===== src/dmadc_pkg.sv =====
// constants, register map and descriptor layout of the dma descriptor channel block
// assumes a single system clock; used by dmadc_top
// Behaviour
// - twelve pending-interrupt bits, one per channel, set while a flag and its mask bit are both one
// - a pending bit clears when its interrupts are masked or its flags cleared
// - beat-width field sets every data read and write access size: 8, 16, 32 bits; descriptor fetch and write-back use 32 bits
// - end actions 0 and 1 disable the channel after its last block; 1 interrupts
// - end action 2 suspends the channel; action 3 suspends and interrupts
// - event strobe: none for 0, per block for 1, per beat for 3
// - fetching a descriptor whose valid bit is zero suspends the channel
// - write-back copy valid bit cleared on abort, data read or write error, or block completion; a fetch error skips write-back
// - source address steps after each beat when source-increment is one
// - descriptor word 0 sits at base plus channel number times 0x10
package dmadc_pkg;
    // ==========================================================
    // register offsets
    localparam logic [7:0] OFF_CH_EN = 8'h00;
    localparam logic [7:0] OFF_SUSPENDED = 8'h04;
    localparam logic [7:0] OFF_ABORT = 8'h08;
    localparam logic [7:0] OFF_RESUME = 8'h0C;
    localparam logic [7:0] OFF_DONE_FLG = 8'h10;
    localparam logic [7:0] OFF_ERR_FLG = 8'h14;
    localparam logic [7:0] OFF_SUSP_FLG = 8'h18;
    localparam logic [7:0] OFF_DONE_MSK = 8'h1C;
    localparam logic [7:0] OFF_ERR_MSK = 8'h20;
    localparam logic [7:0] OFF_IRQ_STATUS = 8'h24;
    localparam logic [7:0] OFF_BUSY = 8'h28;
    localparam logic [7:0] OFF_SUSP_MSK = 8'h2C;
    localparam logic [7:0] OFF_DESC_BASE = 8'h30;
    localparam logic [7:0] OFF_WB_BASE = 8'h34;
    localparam logic [31:0] RESET_WORD = 32'h0000_0000;
    // ==========================================================
    // descriptor word 0 fields and descriptor word layout
    localparam int F_VALID = 0;
    localparam int F_EVO = 1;
    localparam int F_ACT = 3;
    localparam int F_BEAT = 8;
    localparam int F_SRCINC = 10;
    localparam int F_DSTINC = 11;
    localparam int F_CNT = 16;
    localparam logic [31:0] CH_STRIDE = 32'h0000_0010;
    localparam logic [31:0] DW_SRC = 32'h0000_0004;
    localparam logic [31:0] DW_DST = 32'h0000_0008;
    localparam logic [31:0] DW_NEXT = 32'h0000_000C;
    localparam logic [1:0] W_LAST = 2'h3;
    // ==========================================================
    // codes
    localparam logic [1:0] BEAT_BYTE = 2'h0;
    localparam logic [1:0] BEAT_HALFWORD = 2'h1;
    localparam logic [1:0] BEAT_WORD = 2'h2;
    localparam logic [1:0] ACT_NO_ACTION = 2'h0;
    localparam logic [1:0] ACT_INT = 2'h1;
    localparam logic [1:0] ACT_SUSPEND = 2'h2;
    localparam logic [1:0] ACT_BOTH = 2'h3;
    localparam logic [1:0] EVO_OFF = 2'h0;
    localparam logic [1:0] EVO_BLOCK = 2'h1;
    localparam logic [1:0] EVO_BEAT = 2'h3;
    typedef enum logic [5:0] {
        S_IDLE = 6'h01,
        S_FETCH = 6'h02,
        S_RD = 6'h04,
        S_WR = 6'h08,
        S_WB = 6'h10,
        S_FIN = 6'h20
    } dmadc_state_t;
endpackage : dmadc_pkg


===== src/dmadc_top.sv =====
// dma descriptor channel engine with apb register slave and one memory master port
// assumes memory answers a held mem_req with a one-cycle mem_ack, one request at a time
`timescale 1ns/100ps
module dmadc_top import dmadc_pkg::*; #(
    parameter int NCH = 12
) (
    input wire logic clk_sys,
    input wire logic arst_n,
    input wire logic psel,
    input wire logic penable,
    input wire logic pwrite,
    input wire logic [7:0] paddr,
    input wire logic [31:0] pwdata,
    output logic [31:0] prdata,
    output logic pready,
    output logic pslverr,
    output logic mem_req,
    output logic mem_we,
    output logic [31:0] mem_addr,
    output logic [31:0] mem_wdata,
    output logic [1:0] mem_size,
    input wire logic mem_ack,
    input wire logic mem_err,
    input wire logic [31:0] mem_rdata,
    output logic [NCH-1:0] evt_strobe,
    output logic [NCH-1:0] busy_channel_map,
    output logic irq
);
    localparam logic [NCH-1:0] NONE = '0;
    localparam logic [15:0] CNT_ONE = 16'h0001;

    // ==========================================================
    // helpers
    function automatic logic [NCH-1:0] onehot(input logic [3:0] ch);
        onehot = NONE;
        onehot[ch] = 1'b1;
    endfunction : onehot

    function automatic logic [31:0] ch_addr(input logic [31:0] base, input logic [3:0] ch);
        ch_addr = base + CH_STRIDE * {28'h0, ch};
    endfunction : ch_addr

    function automatic logic [31:0] beat_bytes(input logic [1:0] sz);
        beat_bytes = 32'h1 << sz;
    endfunction : beat_bytes

    function automatic logic [NCH-1:0] w1c(input logic [NCH-1:0] f, input logic hit,
                                           input logic [31:0] d, input logic [NCH-1:0] s);
        // the hardware set wins over a same-cycle clear
        w1c = (hit ? (f & ~d[NCH-1:0]) : f) | s;
    endfunction : w1c

    // ==========================================================
    // registers
    dmadc_state_t st_reg;
    logic [31:0] prdata_reg, mem_addr_reg, mem_wdata_reg;
    logic pready_reg, pslverr_reg, mem_req_reg, mem_we_reg, irq_reg;
    logic [1:0] mem_size_reg, wcnt_reg;
    logic [NCH-1:0] en_reg, susp_reg, done_flg_reg, err_flg_reg, susp_flg_reg;
    logic [NCH-1:0] done_msk_reg, err_msk_reg, susp_msk_reg, pend_reg, busy_reg, evt_reg;
    logic [NCH-1:0] use_ptr_reg, use_wb_reg;
    logic [31:0] desc_base_reg, wb_base_reg, src_reg, dst_reg, nxt_reg, data_reg, daddr_reg;
    logic [31:0] rptr_mem [NCH];
    logic [15:0] ctrl_reg, cnt_reg;
    logic [3:0] cur_reg;
    logic err_reg, ab_reg;

    // ==========================================================
    // apb slave: one wait-free access cycle, data prepared in setup
    logic setup, wr, rd_ok;
    logic [31:0] rd_word;
    assign setup = psel & ~penable;
    assign wr = psel & penable & pwrite & pready_reg;

    always_comb begin
        rd_word = RESET_WORD;
        rd_ok = 1'b1;
        if (paddr == OFF_CH_EN) begin
            rd_word[NCH-1:0] = en_reg;
        end else if (paddr == OFF_SUSPENDED) begin
            rd_word[NCH-1:0] = susp_reg;
        end else if (paddr == OFF_ABORT || paddr == OFF_RESUME) begin
            rd_word = RESET_WORD;
        end else if (paddr == OFF_DONE_FLG) begin
            rd_word[NCH-1:0] = done_flg_reg;
        end else if (paddr == OFF_ERR_FLG) begin
            rd_word[NCH-1:0] = err_flg_reg;
        end else if (paddr == OFF_SUSP_FLG) begin
            rd_word[NCH-1:0] = susp_flg_reg;
        end else if (paddr == OFF_DONE_MSK) begin
            rd_word[NCH-1:0] = done_msk_reg;
        end else if (paddr == OFF_ERR_MSK) begin
            rd_word[NCH-1:0] = err_msk_reg;
        end else if (paddr == OFF_SUSP_MSK) begin
            rd_word[NCH-1:0] = susp_msk_reg;
        end else if (paddr == OFF_IRQ_STATUS) begin
            rd_word[NCH-1:0] = pend_reg;
        end else if (paddr == OFF_BUSY) begin
            rd_word[NCH-1:0] = busy_reg;
        end else if (paddr == OFF_DESC_BASE) begin
            rd_word = desc_base_reg;
        end else if (paddr == OFF_WB_BASE) begin
            rd_word = wb_base_reg;
        end else begin
            rd_ok = 1'b0;
        end
    end

    always_ff @(posedge clk_sys or negedge arst_n) begin
        if (!arst_n) begin
            pready_reg <= 1'b0;
            pslverr_reg <= 1'b0;
            prdata_reg <= RESET_WORD;
        end else begin
            pready_reg <= setup;
            pslverr_reg <= setup & ~rd_ok;
            prdata_reg <= (setup & ~pwrite) ? rd_word : RESET_WORD;
        end
    end

    // ==========================================================
    // engine events
    logic [1:0] act, evo, bsz;
    logic last, fin, bad_desc;
    logic [NCH-1:0] cur_1h, hw_dis, hw_sus, set_done, set_err, set_susp, want;
    logic [3:0] pick;
    assign act = ctrl_reg[F_ACT +: 2];
    assign evo = ctrl_reg[F_EVO +: 2];
    assign bsz = ctrl_reg[F_BEAT +: 2];
    assign last = (nxt_reg == RESET_WORD);
    assign fin = (st_reg == S_FIN);
    assign cur_1h = onehot(cur_reg);
    assign want = en_reg & ~susp_reg;
    assign bad_desc = (st_reg == S_FETCH) && mem_ack && !mem_err && wcnt_reg == 2'h0
                      && !mem_rdata[F_VALID];

    always_comb begin
        pick = 4'h0;
        for (int i = NCH - 1; i >= 0; i--) begin
            if (want[i]) begin
                pick = 4'(i);
            end
        end
    end

    always_comb begin
        hw_dis = NONE;
        hw_sus = NONE;
        set_done = NONE;
        set_err = NONE;
        if (bad_desc) begin
            hw_sus = cur_1h;
        end
        if (fin) begin
            if (err_reg) begin
                set_err = cur_1h;
                hw_dis = cur_1h;
            end else if (ab_reg) begin
                hw_dis = cur_1h;
            end else begin
                case (act)
                    ACT_NO_ACTION, ACT_INT: begin
                        hw_dis = last ? cur_1h : NONE;
                    end
                    default: begin
                        hw_sus = cur_1h;
                        hw_dis = last ? cur_1h : NONE;
                    end
                endcase
                if (act == ACT_INT || act == ACT_BOTH) begin
                    set_done = cur_1h;
                end
            end
        end
        set_susp = hw_sus;
    end

    // ==========================================================
    // channel control registers
    always_ff @(posedge clk_sys or negedge arst_n) begin
        if (!arst_n) begin
            en_reg <= NONE;
            susp_reg <= NONE;
            use_ptr_reg <= NONE;
            use_wb_reg <= NONE;
        end else begin
            if (wr && paddr == OFF_CH_EN) begin
                en_reg <= pwdata[NCH-1:0];
                use_ptr_reg <= use_ptr_reg & en_reg;
                use_wb_reg <= use_wb_reg & en_reg;
            end else if (wr && paddr == OFF_ABORT) begin
                // an active channel stops through write-back instead
                en_reg <= en_reg & ~hw_dis & ~(pwdata[NCH-1:0] & ~busy_reg);
            end else begin
                en_reg <= en_reg & ~hw_dis;
                if (bad_desc) begin
                    use_wb_reg <= use_wb_reg | cur_1h;
                    use_ptr_reg <= use_ptr_reg & ~cur_1h;
                end else if (fin && !last && act[1]) begin
                    use_ptr_reg <= use_ptr_reg | cur_1h;
                end
            end
            susp_reg <= (wr && paddr == OFF_RESUME) ?
                        ((susp_reg & ~pwdata[NCH-1:0]) | hw_sus) : (susp_reg | hw_sus);
        end
    end

    always_ff @(posedge clk_sys) begin
        if (fin && !last && act[1]) begin
            rptr_mem[cur_reg] <= nxt_reg;
        end
    end

    always_ff @(posedge clk_sys or negedge arst_n) begin
        if (!arst_n) begin
            done_msk_reg <= NONE;
            err_msk_reg <= NONE;
            susp_msk_reg <= NONE;
            desc_base_reg <= RESET_WORD;
            wb_base_reg <= RESET_WORD;
        end else if (wr) begin
            if (paddr == OFF_DONE_MSK) begin
                done_msk_reg <= pwdata[NCH-1:0];
            end else if (paddr == OFF_ERR_MSK) begin
                err_msk_reg <= pwdata[NCH-1:0];
            end else if (paddr == OFF_SUSP_MSK) begin
                susp_msk_reg <= pwdata[NCH-1:0];
            end else if (paddr == OFF_DESC_BASE) begin
                desc_base_reg <= pwdata;
            end else if (paddr == OFF_WB_BASE) begin
                wb_base_reg <= pwdata;
            end
        end
    end

    // ==========================================================
    // interrupt flags, pending map and line
    logic [NCH-1:0] pend_next;
    assign pend_next = (done_flg_reg & done_msk_reg) | (err_flg_reg & err_msk_reg)
                       | (susp_flg_reg & susp_msk_reg);

    always_ff @(posedge clk_sys or negedge arst_n) begin
        if (!arst_n) begin
            done_flg_reg <= NONE;
            err_flg_reg <= NONE;
            susp_flg_reg <= NONE;
            pend_reg <= NONE;
            irq_reg <= 1'b0;
        end else begin
            done_flg_reg <= w1c(done_flg_reg, wr && paddr == OFF_DONE_FLG, pwdata, set_done);
            err_flg_reg <= w1c(err_flg_reg, wr && paddr == OFF_ERR_FLG, pwdata, set_err);
            susp_flg_reg <= w1c(susp_flg_reg, wr && paddr == OFF_SUSP_FLG, pwdata, set_susp);
            pend_reg <= pend_next;
            irq_reg <= |pend_next;
        end
    end

    // ==========================================================
    // transfer engine
    always_ff @(posedge clk_sys or negedge arst_n) begin
        if (!arst_n) begin
            st_reg <= S_IDLE;
            mem_req_reg <= 1'b0;
            mem_we_reg <= 1'b0;
            mem_addr_reg <= RESET_WORD;
            mem_wdata_reg <= RESET_WORD;
            mem_size_reg <= BEAT_WORD;
            wcnt_reg <= 2'h0;
            cur_reg <= 4'h0;
            ctrl_reg <= 16'h0;
            cnt_reg <= 16'h0;
            src_reg <= RESET_WORD;
            dst_reg <= RESET_WORD;
            nxt_reg <= RESET_WORD;
            data_reg <= RESET_WORD;
            daddr_reg <= RESET_WORD;
            err_reg <= 1'b0;
            ab_reg <= 1'b0;
        end else begin
            if (wr && paddr == OFF_ABORT && (pwdata[NCH-1:0] & cur_1h & busy_reg) != NONE) begin
                ab_reg <= 1'b1;
            end
            case (st_reg)
                S_IDLE: begin
                    err_reg <= 1'b0;
                    ab_reg <= 1'b0;
                    if (want != NONE) begin
                        cur_reg <= pick;
                        daddr_reg <= use_ptr_reg[pick] ? rptr_mem[pick] :
                            ch_addr(use_wb_reg[pick] ? wb_base_reg : desc_base_reg,
                                    pick);
                        mem_addr_reg <= use_ptr_reg[pick] ? rptr_mem[pick] :
                            ch_addr(use_wb_reg[pick] ? wb_base_reg : desc_base_reg, pick);
                        mem_we_reg <= 1'b0;
                        mem_size_reg <= BEAT_WORD;
                        mem_req_reg <= 1'b1;
                        wcnt_reg <= 2'h0;
                        st_reg <= S_FETCH;
                    end
                end
                S_FETCH: begin
                    if (mem_ack) begin
                        mem_req_reg <= 1'b0;
                        wcnt_reg <= wcnt_reg + 2'h1;
                        case (wcnt_reg)
                            2'h0: {cnt_reg, ctrl_reg} <= mem_rdata;
                            2'h1: src_reg <= mem_rdata;
                            2'h2: dst_reg <= mem_rdata;
                            default: nxt_reg <= mem_rdata;
                        endcase
                        if (mem_err) begin
                            err_reg <= 1'b1;
                            st_reg <= S_FIN;
                        end else if (bad_desc) begin
                            st_reg <= S_IDLE;
                        end else if (wcnt_reg == W_LAST) begin
                            // an empty or aborted block goes to write-back with no read pending
                            mem_req_reg <= (cnt_reg != 16'h0) && !ab_reg;
                            mem_addr_reg <= src_reg;
                            mem_size_reg <= bsz;
                            st_reg <= (cnt_reg == 16'h0 || ab_reg) ? S_WB : S_RD;
                        end else begin
                            mem_req_reg <= 1'b1;
                            mem_addr_reg <= daddr_reg + ((wcnt_reg == 2'h0) ? DW_SRC :
                                            (wcnt_reg == 2'h1) ? DW_DST : DW_NEXT);
                        end
                    end
                end
                S_RD: begin
                    if (mem_ack) begin
                        data_reg <= mem_rdata;
                        if (ctrl_reg[F_SRCINC]) begin
                            src_reg <= src_reg + beat_bytes(bsz);
                        end
                        mem_req_reg <= !mem_err;
                        mem_we_reg <= 1'b1;
                        mem_addr_reg <= dst_reg;
                        mem_wdata_reg <= mem_rdata;
                        err_reg <= mem_err;
                        st_reg <= mem_err ? S_WB : S_WR;
                    end
                end
                S_WR: begin
                    if (mem_ack) begin
                        if (ctrl_reg[F_DSTINC]) begin
                            dst_reg <= dst_reg + beat_bytes(bsz);
                        end
                        cnt_reg <= cnt_reg - CNT_ONE;
                        err_reg <= mem_err;
                        mem_we_reg <= 1'b0;
                        mem_addr_reg <= src_reg;
                        if (mem_err || ab_reg || cnt_reg == CNT_ONE) begin
                            mem_req_reg <= 1'b0;
                            st_reg <= S_WB;
                        end else begin
                            mem_req_reg <= 1'b1;
                            st_reg <= S_RD;
                        end
                    end
                end
                S_WB: begin
                    if (!mem_req_reg) begin
                        mem_req_reg <= 1'b1;
                        mem_we_reg <= 1'b1;
                        mem_size_reg <= BEAT_WORD;
                        mem_addr_reg <= ch_addr(wb_base_reg, cur_reg);
                        mem_wdata_reg <= {cnt_reg, ctrl_reg[15:1], 1'b0};
                    end else if (mem_ack) begin
                        mem_req_reg <= 1'b0;
                        mem_we_reg <= 1'b0;
                        st_reg <= S_FIN;
                    end
                end
                S_FIN: begin
                    if (!err_reg && !ab_reg && !act[1] && !last) begin
                        daddr_reg <= nxt_reg;
                        mem_addr_reg <= nxt_reg;
                        mem_size_reg <= BEAT_WORD;
                        mem_req_reg <= 1'b1;
                        wcnt_reg <= 2'h0;
                        st_reg <= S_FETCH;
                    end else begin
                        st_reg <= S_IDLE;
                    end
                end
                default: st_reg <= S_IDLE;
            endcase
        end
    end

    // ==========================================================
    // busy map and event strobes
    always_ff @(posedge clk_sys or negedge arst_n) begin
        if (!arst_n) begin
            busy_reg <= NONE;
            evt_reg <= NONE;
        end else begin
            busy_reg <= (st_reg == S_IDLE) ? NONE : cur_1h;
            evt_reg <= NONE;
            if (st_reg == S_WR && mem_ack && !mem_err && evo == EVO_BEAT) begin
                evt_reg <= cur_1h;
            end else if (fin && !err_reg && !ab_reg && evo == EVO_BLOCK) begin
                evt_reg <= cur_1h;
            end
        end
    end

    assign prdata = prdata_reg;
    assign pready = pready_reg;
    assign pslverr = pslverr_reg;
    assign mem_req = mem_req_reg;
    assign mem_we = mem_we_reg;
    assign mem_addr = mem_addr_reg;
    assign mem_wdata = mem_wdata_reg;
    assign mem_size = mem_size_reg;
    assign evt_strobe = evt_reg;
    assign busy_channel_map = busy_reg;
    assign irq = irq_reg;
endmodule : dmadc_top


===== config.mk =====
export PLATFORM = sky130hd
export DESIGN_NAME = dmadc_top
export DESIGN_NICKNAME = d
export VERILOG_FILES = /design/src/dmadc_pkg.sv /design/src/dmadc_top.sv
export SDC_FILE = /design/constraint.sdc
export NUM_CORES = 2
export LEC_CHECK = 0
export BUFFER_PORTS_ARGS = -buffer_cell sky130_fd_sc_hd__buf_2
export CORE_ASPECT_RATIO = 2
export CORE_MARGIN = 4
export CORE_UTILIZATION = 40
export CTS_BUF_LIST = sky130_fd_sc_hd__clkbuf_16
export DETAILED_ROUTE_END_ITERATION = 7
export PLACE_DENSITY = 0.52
export SETUP_SLACK_MARGIN = 0.1
export SYNTH_ARGS = -nofsm -noshare
export SYNTH_HDL_FRONTEND = slang
export SYNTH_SLANG_ARGS = --single-unit

===== constraint.sdc =====
create_clock -name clk_sys -period 6.6 [get_ports clk_sys]
set_input_delay 1.32 -clock clk_sys [delete_from_list [all_inputs] [get_ports clk_sys]]
set_output_delay 1.32 -clock clk_sys [all_outputs]
set_load 0.01 [all_outputs]

; Yosys cells after proc, flatten, opt, wreduce, memory -nomap -nowiden
; Memories as Yosys holds them, arrays and structs flattened.
; Cells that the tools add are included.
[totals]
register_bits = 497
ramBits = 384
inputBits = 79
output_inout_bits = 127
elab_cells = 389
mem_count = 1
[classes]
addsub = 7
order_cmp = 3
eq_ne = 47
shift = 1
muxes = 169
n_bitwise = 45
reduce_logical = 81
[memory_table]
columns = memory, depth, word_bits, rd, rd_ports_with_merged_regs, wr, line_no
row1 = rptr_mem, 12, 32, 1, 0, 1, dmadc_top.sv:63  ; logic [31:0] rptr_mem [NCH];
[op_table]
columns = cell, count
row1 = $mux 32, 25
row2 = $mux 12, 41
row3 = $pmux 32 s2, 4
row4 = $mux 20, 10
row5 = $and 12x12->12, 16
row6 = $pmux 32 s6, 1
row7 = $or 12x12->12, 9
row8 = $not 12->12, 6
row9 = $add 32x32->32, 2
row10 = $add 32x8->32, 2
row11 = $mux 6, 9
row12 = $mux 4, 13
row13 = $eq 8x6->1 const B, 6
row14 = $mux 16, 3
row15 = $mux 1, 38
row16 = $pmux 6 s6, 1
row17 = $add 32x4->32, 1
row18 = $eq 8x5->1 const B, 4
row19 = $logic_not 32->1, 1
row20 = $pmux 16 s2, 1
row21 = $shl 1x2->32 const A, 1
row22 = $ne 2x2->1 const B, 13
row23 = $logic_and 1x1->1, 24
row24 = $reduce_bool 12->1, 2
row25 = 50 further kinds, 120

; Logic depth before layout (Yosys ltp)
[depth]
word_depth = 21
ltp_mapped = 25
ltp_nobuf = 23

; Worst setup path after synthesis
; OpenSTA, ideal clock, no wires.
[synth_timing]
kind = reg-to-reg
from = reg en_reg[10]
to = reg mem_addr_reg[30] (netlist: mem_addr[30])
setup_ns = 0.104
arrival_ns = 4.699
required_time_ns = 6.496
setup_slack_ns = 1.797
path_stages_with_launch = 25
path_buffers = 2
synth_period_minus_slack_ns = 4.803
path_cell_list = dfrtp_1 > nor2b_4 > o211a_1 > o211ai_4 > o21ai_1 > a2111oi_4 > a211oi_2 > nand2_2 > clkbuf_1 > nand2_1 > nand2_1 > ha_1 > inv_1 > fa_1 > nor2b_1 > o21ai_0 > nor2b_1 > clkbuf_1 > nor2_1 > nand4_1 > nor3_1 > nor2_1 > o31ai_1 > a21oi_1 > o41ai_2
[synth_via]
elab_chain_len = 19
word_cells_on_any_way = 25
cone_classes = add/sub: 1 / eq/ne: 1 / mux: 19 / bitwise: 1 / reduce/logical: 2 / memory: 1
[synth_rtl]
columns = item, line_no
row1 = start: declaration, dmadc_top.sv:59  ; logic [NCH-1:0] en_reg, susp_reg, done_flg_reg, err_flg_reg, susp_flg_reg;
row2 = start signal: assignment, dmadc_top.sv:188  ; en_reg <= pwdata[NCH-1:0];
row3 = start signal: assignment, dmadc_top.sv:193  ; en_reg <= en_reg & ~hw_dis & ~(pwdata[NCH-1:0] & ~busy_reg);
row4 = start signal: assignment, dmadc_top.sv:195  ; en_reg <= en_reg & ~hw_dis;
row5 = $and 12x12->12 (*), dmadc_top.sv:133  ; assign want = en_reg & ~susp_reg;
row6 = $mux 4 (11 in series), dmadc_top.sv:140  ; if (want[i]) begin
row7 = $bmux 1 s4, dmadc_top.sv:293  ; ch_addr(use_wb_reg[pick] ? wb_base_reg : desc_base_reg, pick);
row8 = $mux 1 (implied by the code), dmadc_top.sv:293
row9 = $mux 32, dmadc_top.sv:293
row10 = $add 32x8->32, dmadc_top.sv:40  ; ch_addr = base + CH_STRIDE * {28'h0, ch};
row11 = $mux 32, dmadc_top.sv:292  ; mem_addr_reg <= use_ptr_reg[pick] ? rptr_mem[pick] :
row12 = $mux 32, dmadc_top.sv:287  ; if (want != NONE) begin
row13 = $pmux 32 s6, dmadc_top.sv:283  ; case (st_reg)
row14 = end signal: assignment, dmadc_top.sv:292
row15 = end signal: assignment, dmadc_top.sv:319  ; mem_addr_reg <= src_reg;
row16 = end signal: assignment, dmadc_top.sv:324  ; mem_addr_reg <= daddr_reg + ((wcnt_reg == 2'h0) ? DW_SRC :
row17 = end: declaration, dmadc_top.sv:56  ; logic [31:0] prdata_reg, mem_addr_reg, mem_wdata_reg;
; Every way passes the cells marked *; elsewhere a longest branch is shown, timed or not. The select of a mux whose other input is x is not followed.
; A chain may end at the register's enable or synchronous reset.

; Worst setup path in the final report
[layout_timing]
from = reg susp_reg[2]
to = reg mem_addr_reg[23] (netlist: mem_addr[23])
[layout_via]
elab_chain_len = 12
word_cells_on_any_way = 18
cone_classes = add/sub: 1 / eq/ne: 1 / mux: 11 / bitwise: 2 / reduce/logical: 2 / memory: 1
[layout_rtl]
columns = item, line_no
row1 = start: declaration, dmadc_top.sv:59
row2 = start signal: assignment, dmadc_top.sv:203  ; susp_reg <= (wr && paddr == OFF_RESUME) ?
row3 = $not 12->12 (*), dmadc_top.sv:133
row4 = $and 12x12->12 (*), dmadc_top.sv:133
row5 = $mux 4 (3 in series), dmadc_top.sv:140
row6 = $bmux 1 s4, dmadc_top.sv:293
row7 = $mux 1 (implied by the code), dmadc_top.sv:293
row8 = $mux 32, dmadc_top.sv:293
row9 = $add 32x8->32, dmadc_top.sv:40
row10 = $mux 32, dmadc_top.sv:292
row11 = $mux 32, dmadc_top.sv:287
row12 = $pmux 32 s6, dmadc_top.sv:283
; Marked as above.

==> impl.org <==
** Final layout
- Area taken by flip-flops and latches :: 23900 um^2
- More flip-flops sit in one register than any other, and that register is rptr_mem.
- Once layout is complete, the utilization of the core stands at 0.453.
- Area growth from synthesis to layout :: 12.3%
- The multi-input combinational cells in the finished layout cover a total of 17600 um^2.
- The register with the most flip-flops in the layout has 384 of them.
- Layout fillers :: 10100
- Final Net Count :: 4324
- Fraction of layout instances using a drive strength above 1 :: 0.154

** Clock network
- Buffers added to address setup during post-CTS repair amount to 0.
- The clock net in this run drives a total of 880 sinks.
- Clock transition at the registers of the reported paths :: 0.07 ns
- The longest clock path from root to sink contains 3 buffers.
- The tree is rooted in a sky130_fd_sc_hd__clkbuf_16.
- Post-cts sizing count :: 0
- CTS tree :: built
- At the later pin of the worst-skew pair, clock insertion delay measures 0.73 ns.
- CTS buffer count :: 82
- # H-tree levels :: 3
- Buffers inserted to repair hold after CTS numbered 0.

** STA
- Post-route worst setup slack :: 0.647 ns
- The routed design could run at a clock period as short as 5.95 ns.
- Final setup skew :: 0.0446 ns
- Finish-stage setup viols :: 0
- Maximum operating frequency :: 0.168 GHz
- The number of slew-limit violations in the final report is 0.
- Total negative slack for setup checks :: 0 ns
- RSZ-0062 raised after global routing :: false
- The count of endpoints failing hold in the final timing report was 0.
- Dividing the final minimum period by the clock period gives 0.902.
- Actual transition at the worst max-transition pin :: 1.42 ns
- Slew HR :: 0.0508

** Placed design
- Detailed placer's ending HPWL :: 122000 um
- Number of buffers added on ports :: 205
- Worst slack at placement :: 0.872 ns
- Weighted congestion at the end of routability-driven global placement :: 0.991

** Floorplanning
- Core area :: 106000 um^2
- In this run the vertical extent of the chip is 471 um.
- The die is 239 um wide.
- In this run the core area contains 169 standard-cell rows.
- For this configuration, the core starts out at a cell density of 0.404.
- Number of top-level design ports :: 206
- The floorplan step defined a die boundary enclosing 113000 um^2.

** Synthesis
- Share of cell area taken by muxes after synthesis :: 0.0550
- After technology mapping, the gate count stands at 4123.
- Share of the yosys chip area belonging to registers :: 0.559
- After synthesis, the cell types taking the most area are sky130_fd_sc_hd__dfrtp_1 29%, sky130_fd_sc_hd__edfxtp_1 27%, sky130_fd_sc_hd__nand2_1 6.2%.
- For this run, the leading register cell type out of synthesis is sky130_fd_sc_hd__dfrtp_1.
- Main combinational cell family by area after synthesis :: compound AO/OA/AOI/OAI gates
- Averaged over all synthesized cells, the footprint is 10.4 um^2.
- Net count after synthesis :: 4233
- Yosys mapped the design onto 101 distinct sky130hd cell types.
- Async set-reset flop share out of synthesis :: 0.564
- Portion of synthesized cell area occupied by the leading cell type :: 0.289
- Synthesized flop and latch total :: 880
- Adder-cell share of the synthesized area :: 0.00993
- Area of the mapped netlist :: 42800 um^2
- Yosys mapped a number of flops with a built-in enable equal to 384.
- The post-synthesis compound-gate area fraction came to 0.169.
- Yosys top cell by area :: sky130_fd_sc_hd__dfrtp_1
- Of the total synthesized cell area, the portion taken by AND, OR, NAND and NOR gates is 0.154.
- For this run, the number of Yosys warnings is 0.
- Of the total synthesized cell area, the portion taken by XOR and XNOR cells is 0.0192.

** Job
- Number of max-capacitance violations reported :: 0

** Critical path
- The number of buffers and inverters on the critical path is 3.
- On the worst path, the slowest cell contributes a delay of 0.59 ns.
- The setup path with the least slack is of type reg2reg.
- STA classifies the critical path endpoint as a flop.
- STA puts the critical path data arrival time at 6.55 ns.
- The critical path runs through a total of 23 cells.
- Traced cell by cell, the critical path runs through and2b_4 > o21ba_1 > o21a_2 > nand2_8 > inv_4 > a311oi_2 > o211ai_1 > buf_4 > nand2_2 > buf_4 > nand2_1 > nand2_1 > ha_1 > a21o_1 > a21oi_1 > o21bai_1 > nand2_1 > nor4_1 > xnor2_1 > nor3_1 > a21oi_1 > o21ai_0 > o221a_2.
- Required arrival time at the worst endpoint :: 7.20 ns
- Worst reg-to-reg path cell count :: 23
- Highest net fanout along the worst path :: 40
- The worst setup path is launched from a flop.
- Critical Path Slowest Stage Cell :: sky130_fd_sc_hd__a21oi_1
- Internal reg-to-reg setup slack :: 0.65 ns
- Family of cells with the greatest summed delay on the critical path :: compound AO/OA/AOI/OAI gates
- Most repeated library cell on the critical path :: sky130_fd_sc_hd__nand2_1

** Routing
- Via density :: 6.19
- Antenna-violating nets left :: 0
- Average wire length per cell after detail routing :: 30.5 um
- The routed layout has 35000 vias.
- Summed over all layers, the routed wires come to 172000 um.
- After the first detailed-routing iteration, the DRC count stood at 3379.
- Number of iterations in the first detailed-routing pass :: 8
- In the routed design, unresolved DRC markers number 0.

** Global routing
- Number of global-route vias before repair :: 35200
- Global route total overflow :: 0
- Entering global routing, the biggest net connects 147 pins.
- Initial antenna violation count :: 10
- GRT Total Usage :: 0.300
- The first global-routing pass estimated 248000 um of wire.

** Status
- Result of the run :: finished clean

** Min path
- Hold depth :: 1
- Worst hold-check path type :: reg2reg

** Power
- Overall power :: 16.1 mW
- Leakage power :: 20.2 nW
- VDD IR-drop max :: 0.250 mV
- Dividing total power by cell area gives a power density of 335 nW/um^2.
[layout by cell type (no fill, tap or decap), types with 33 or more instances in the layout]
master                      synthesis  routed
sky130_fd_sc_hd__nand2_1          705     704
sky130_fd_sc_hd__dfrtp_1          494     494
sky130_fd_sc_hd__edfxtp_1         384     384
sky130_fd_sc_hd__nor2_1           288     276
sky130_fd_sc_hd__o21ai_0          240     239
sky130_fd_sc_hd__a21oi_1          221     221
sky130_fd_sc_hd__buf_2             47     204
sky130_fd_sc_hd__nand3_1          152     149
sky130_fd_sc_hd__mux2_2           148     148
sky130_fd_sc_hd__buf_4              4     106
sky130_fd_sc_hd__and3_1           103     103
sky130_fd_sc_hd__a31oi_1           87      87
sky130_fd_sc_hd__clkbuf_16          0      84
sky130_fd_sc_hd__a211oi_1          70      70
sky130_fd_sc_hd__inv_1             51      68
sky130_fd_sc_hd__mux2i_1           65      65
sky130_fd_sc_hd__o22ai_1           59      59
sky130_fd_sc_hd__xnor2_1           54      54
sky130_fd_sc_hd__o211ai_1          50      50
sky130_fd_sc_hd__a222oi_1          44      44
sky130_fd_sc_hd__a21o_1            44      43
sky130_fd_sc_hd__a311oi_1          42      42
sky130_fd_sc_hd__xor2_1            40      40
sky130_fd_sc_hd__nor3_1            43      39
sky130_fd_sc_hd__nand2b_1          33      33
[metal layers]
layer,GRT usage,routed length (um),vias to the layer above
met5,0,0,-
met4,0.197,13900,0
met3,0.0362,8660,475
met2,0.543,89900,1459
met1,0.327,59800,17700
li1,-,-,15400
[through the flow]
step,area (um^2),std cells,hold slack (ns)
global placement,45400,5498,0.476
detailed placement,45400,5498,0.486
finish,48100,5654,0.501
floorplan,42800,4123,0.461
global route,48100,5652,0.518
CTS,48100,5651,0.501
[layout make-up]
class	instances	share of cell area
Clock buffer	84	0.0437
Multi-Input combinational cell	2880	0.366
Clock inverter	69	0.0123
Tap cell	1368	0.0356
Inverter	55	0.00440
Sequential cell	880	0.498
Timing Repair Buffer	315	0.0398
Antenna cell	3	0.000156
[cells by family after synthesis]
logic type,Yosys count
flip-flops,880
adder cells (fa/ha/maj),31
AO/OA/AOI/OAI,1070
AND/OR/NAND/NOR,1469
buffers and inverters,363
multiplexers,216
XOR/XNOR,94
[synthesized netlist by cell type, drive strengths merged, types with 25 or more instances]
master,instances
mux2i,65
o221ai,25
a211oi,73
xnor2,54
clkbuf,214
o21ai,248
xor2,40
nand4,32
and3,103
a21o,44
a222oi,44
o211ai,51
o22ai,59
nand3,152
nand2,707
nor3,45
mux2,151
buf,94
inv,55
a21oi,221
a311oi,46
nand2b,33
dfrtp,494
edfxtp,384
nor4,27
a31oi,87
nor2,289
ha,26
[power by group]
group / leakage, nW / switching (mW) / internal, mW / total, mW
clock: 1.38 / 2.24 / 2.68 / 4.92
sequential: 10.5 / 1.07 / 6.42 / 7.49
combinational: 8.33 / 2.37 / 1.34 / 3.71
[path summary, 6_finish.rpt]
path	startpoint	endpoint
min in group asynchronous	arst_n	done_msk_reg[9]
setup reg to reg	susp_reg[2]	mem_addr[23]
max in group asynchronous	arst_n	nxt_reg[11]
setup / recovery	susp_reg[2]	mem_addr[23]
hold reg to reg	susp_reg[6]	susp_reg[6]
hold / removal	susp_reg[6]	susp_reg[6]
No activity file was read; power rests on OpenSTA's default activity.
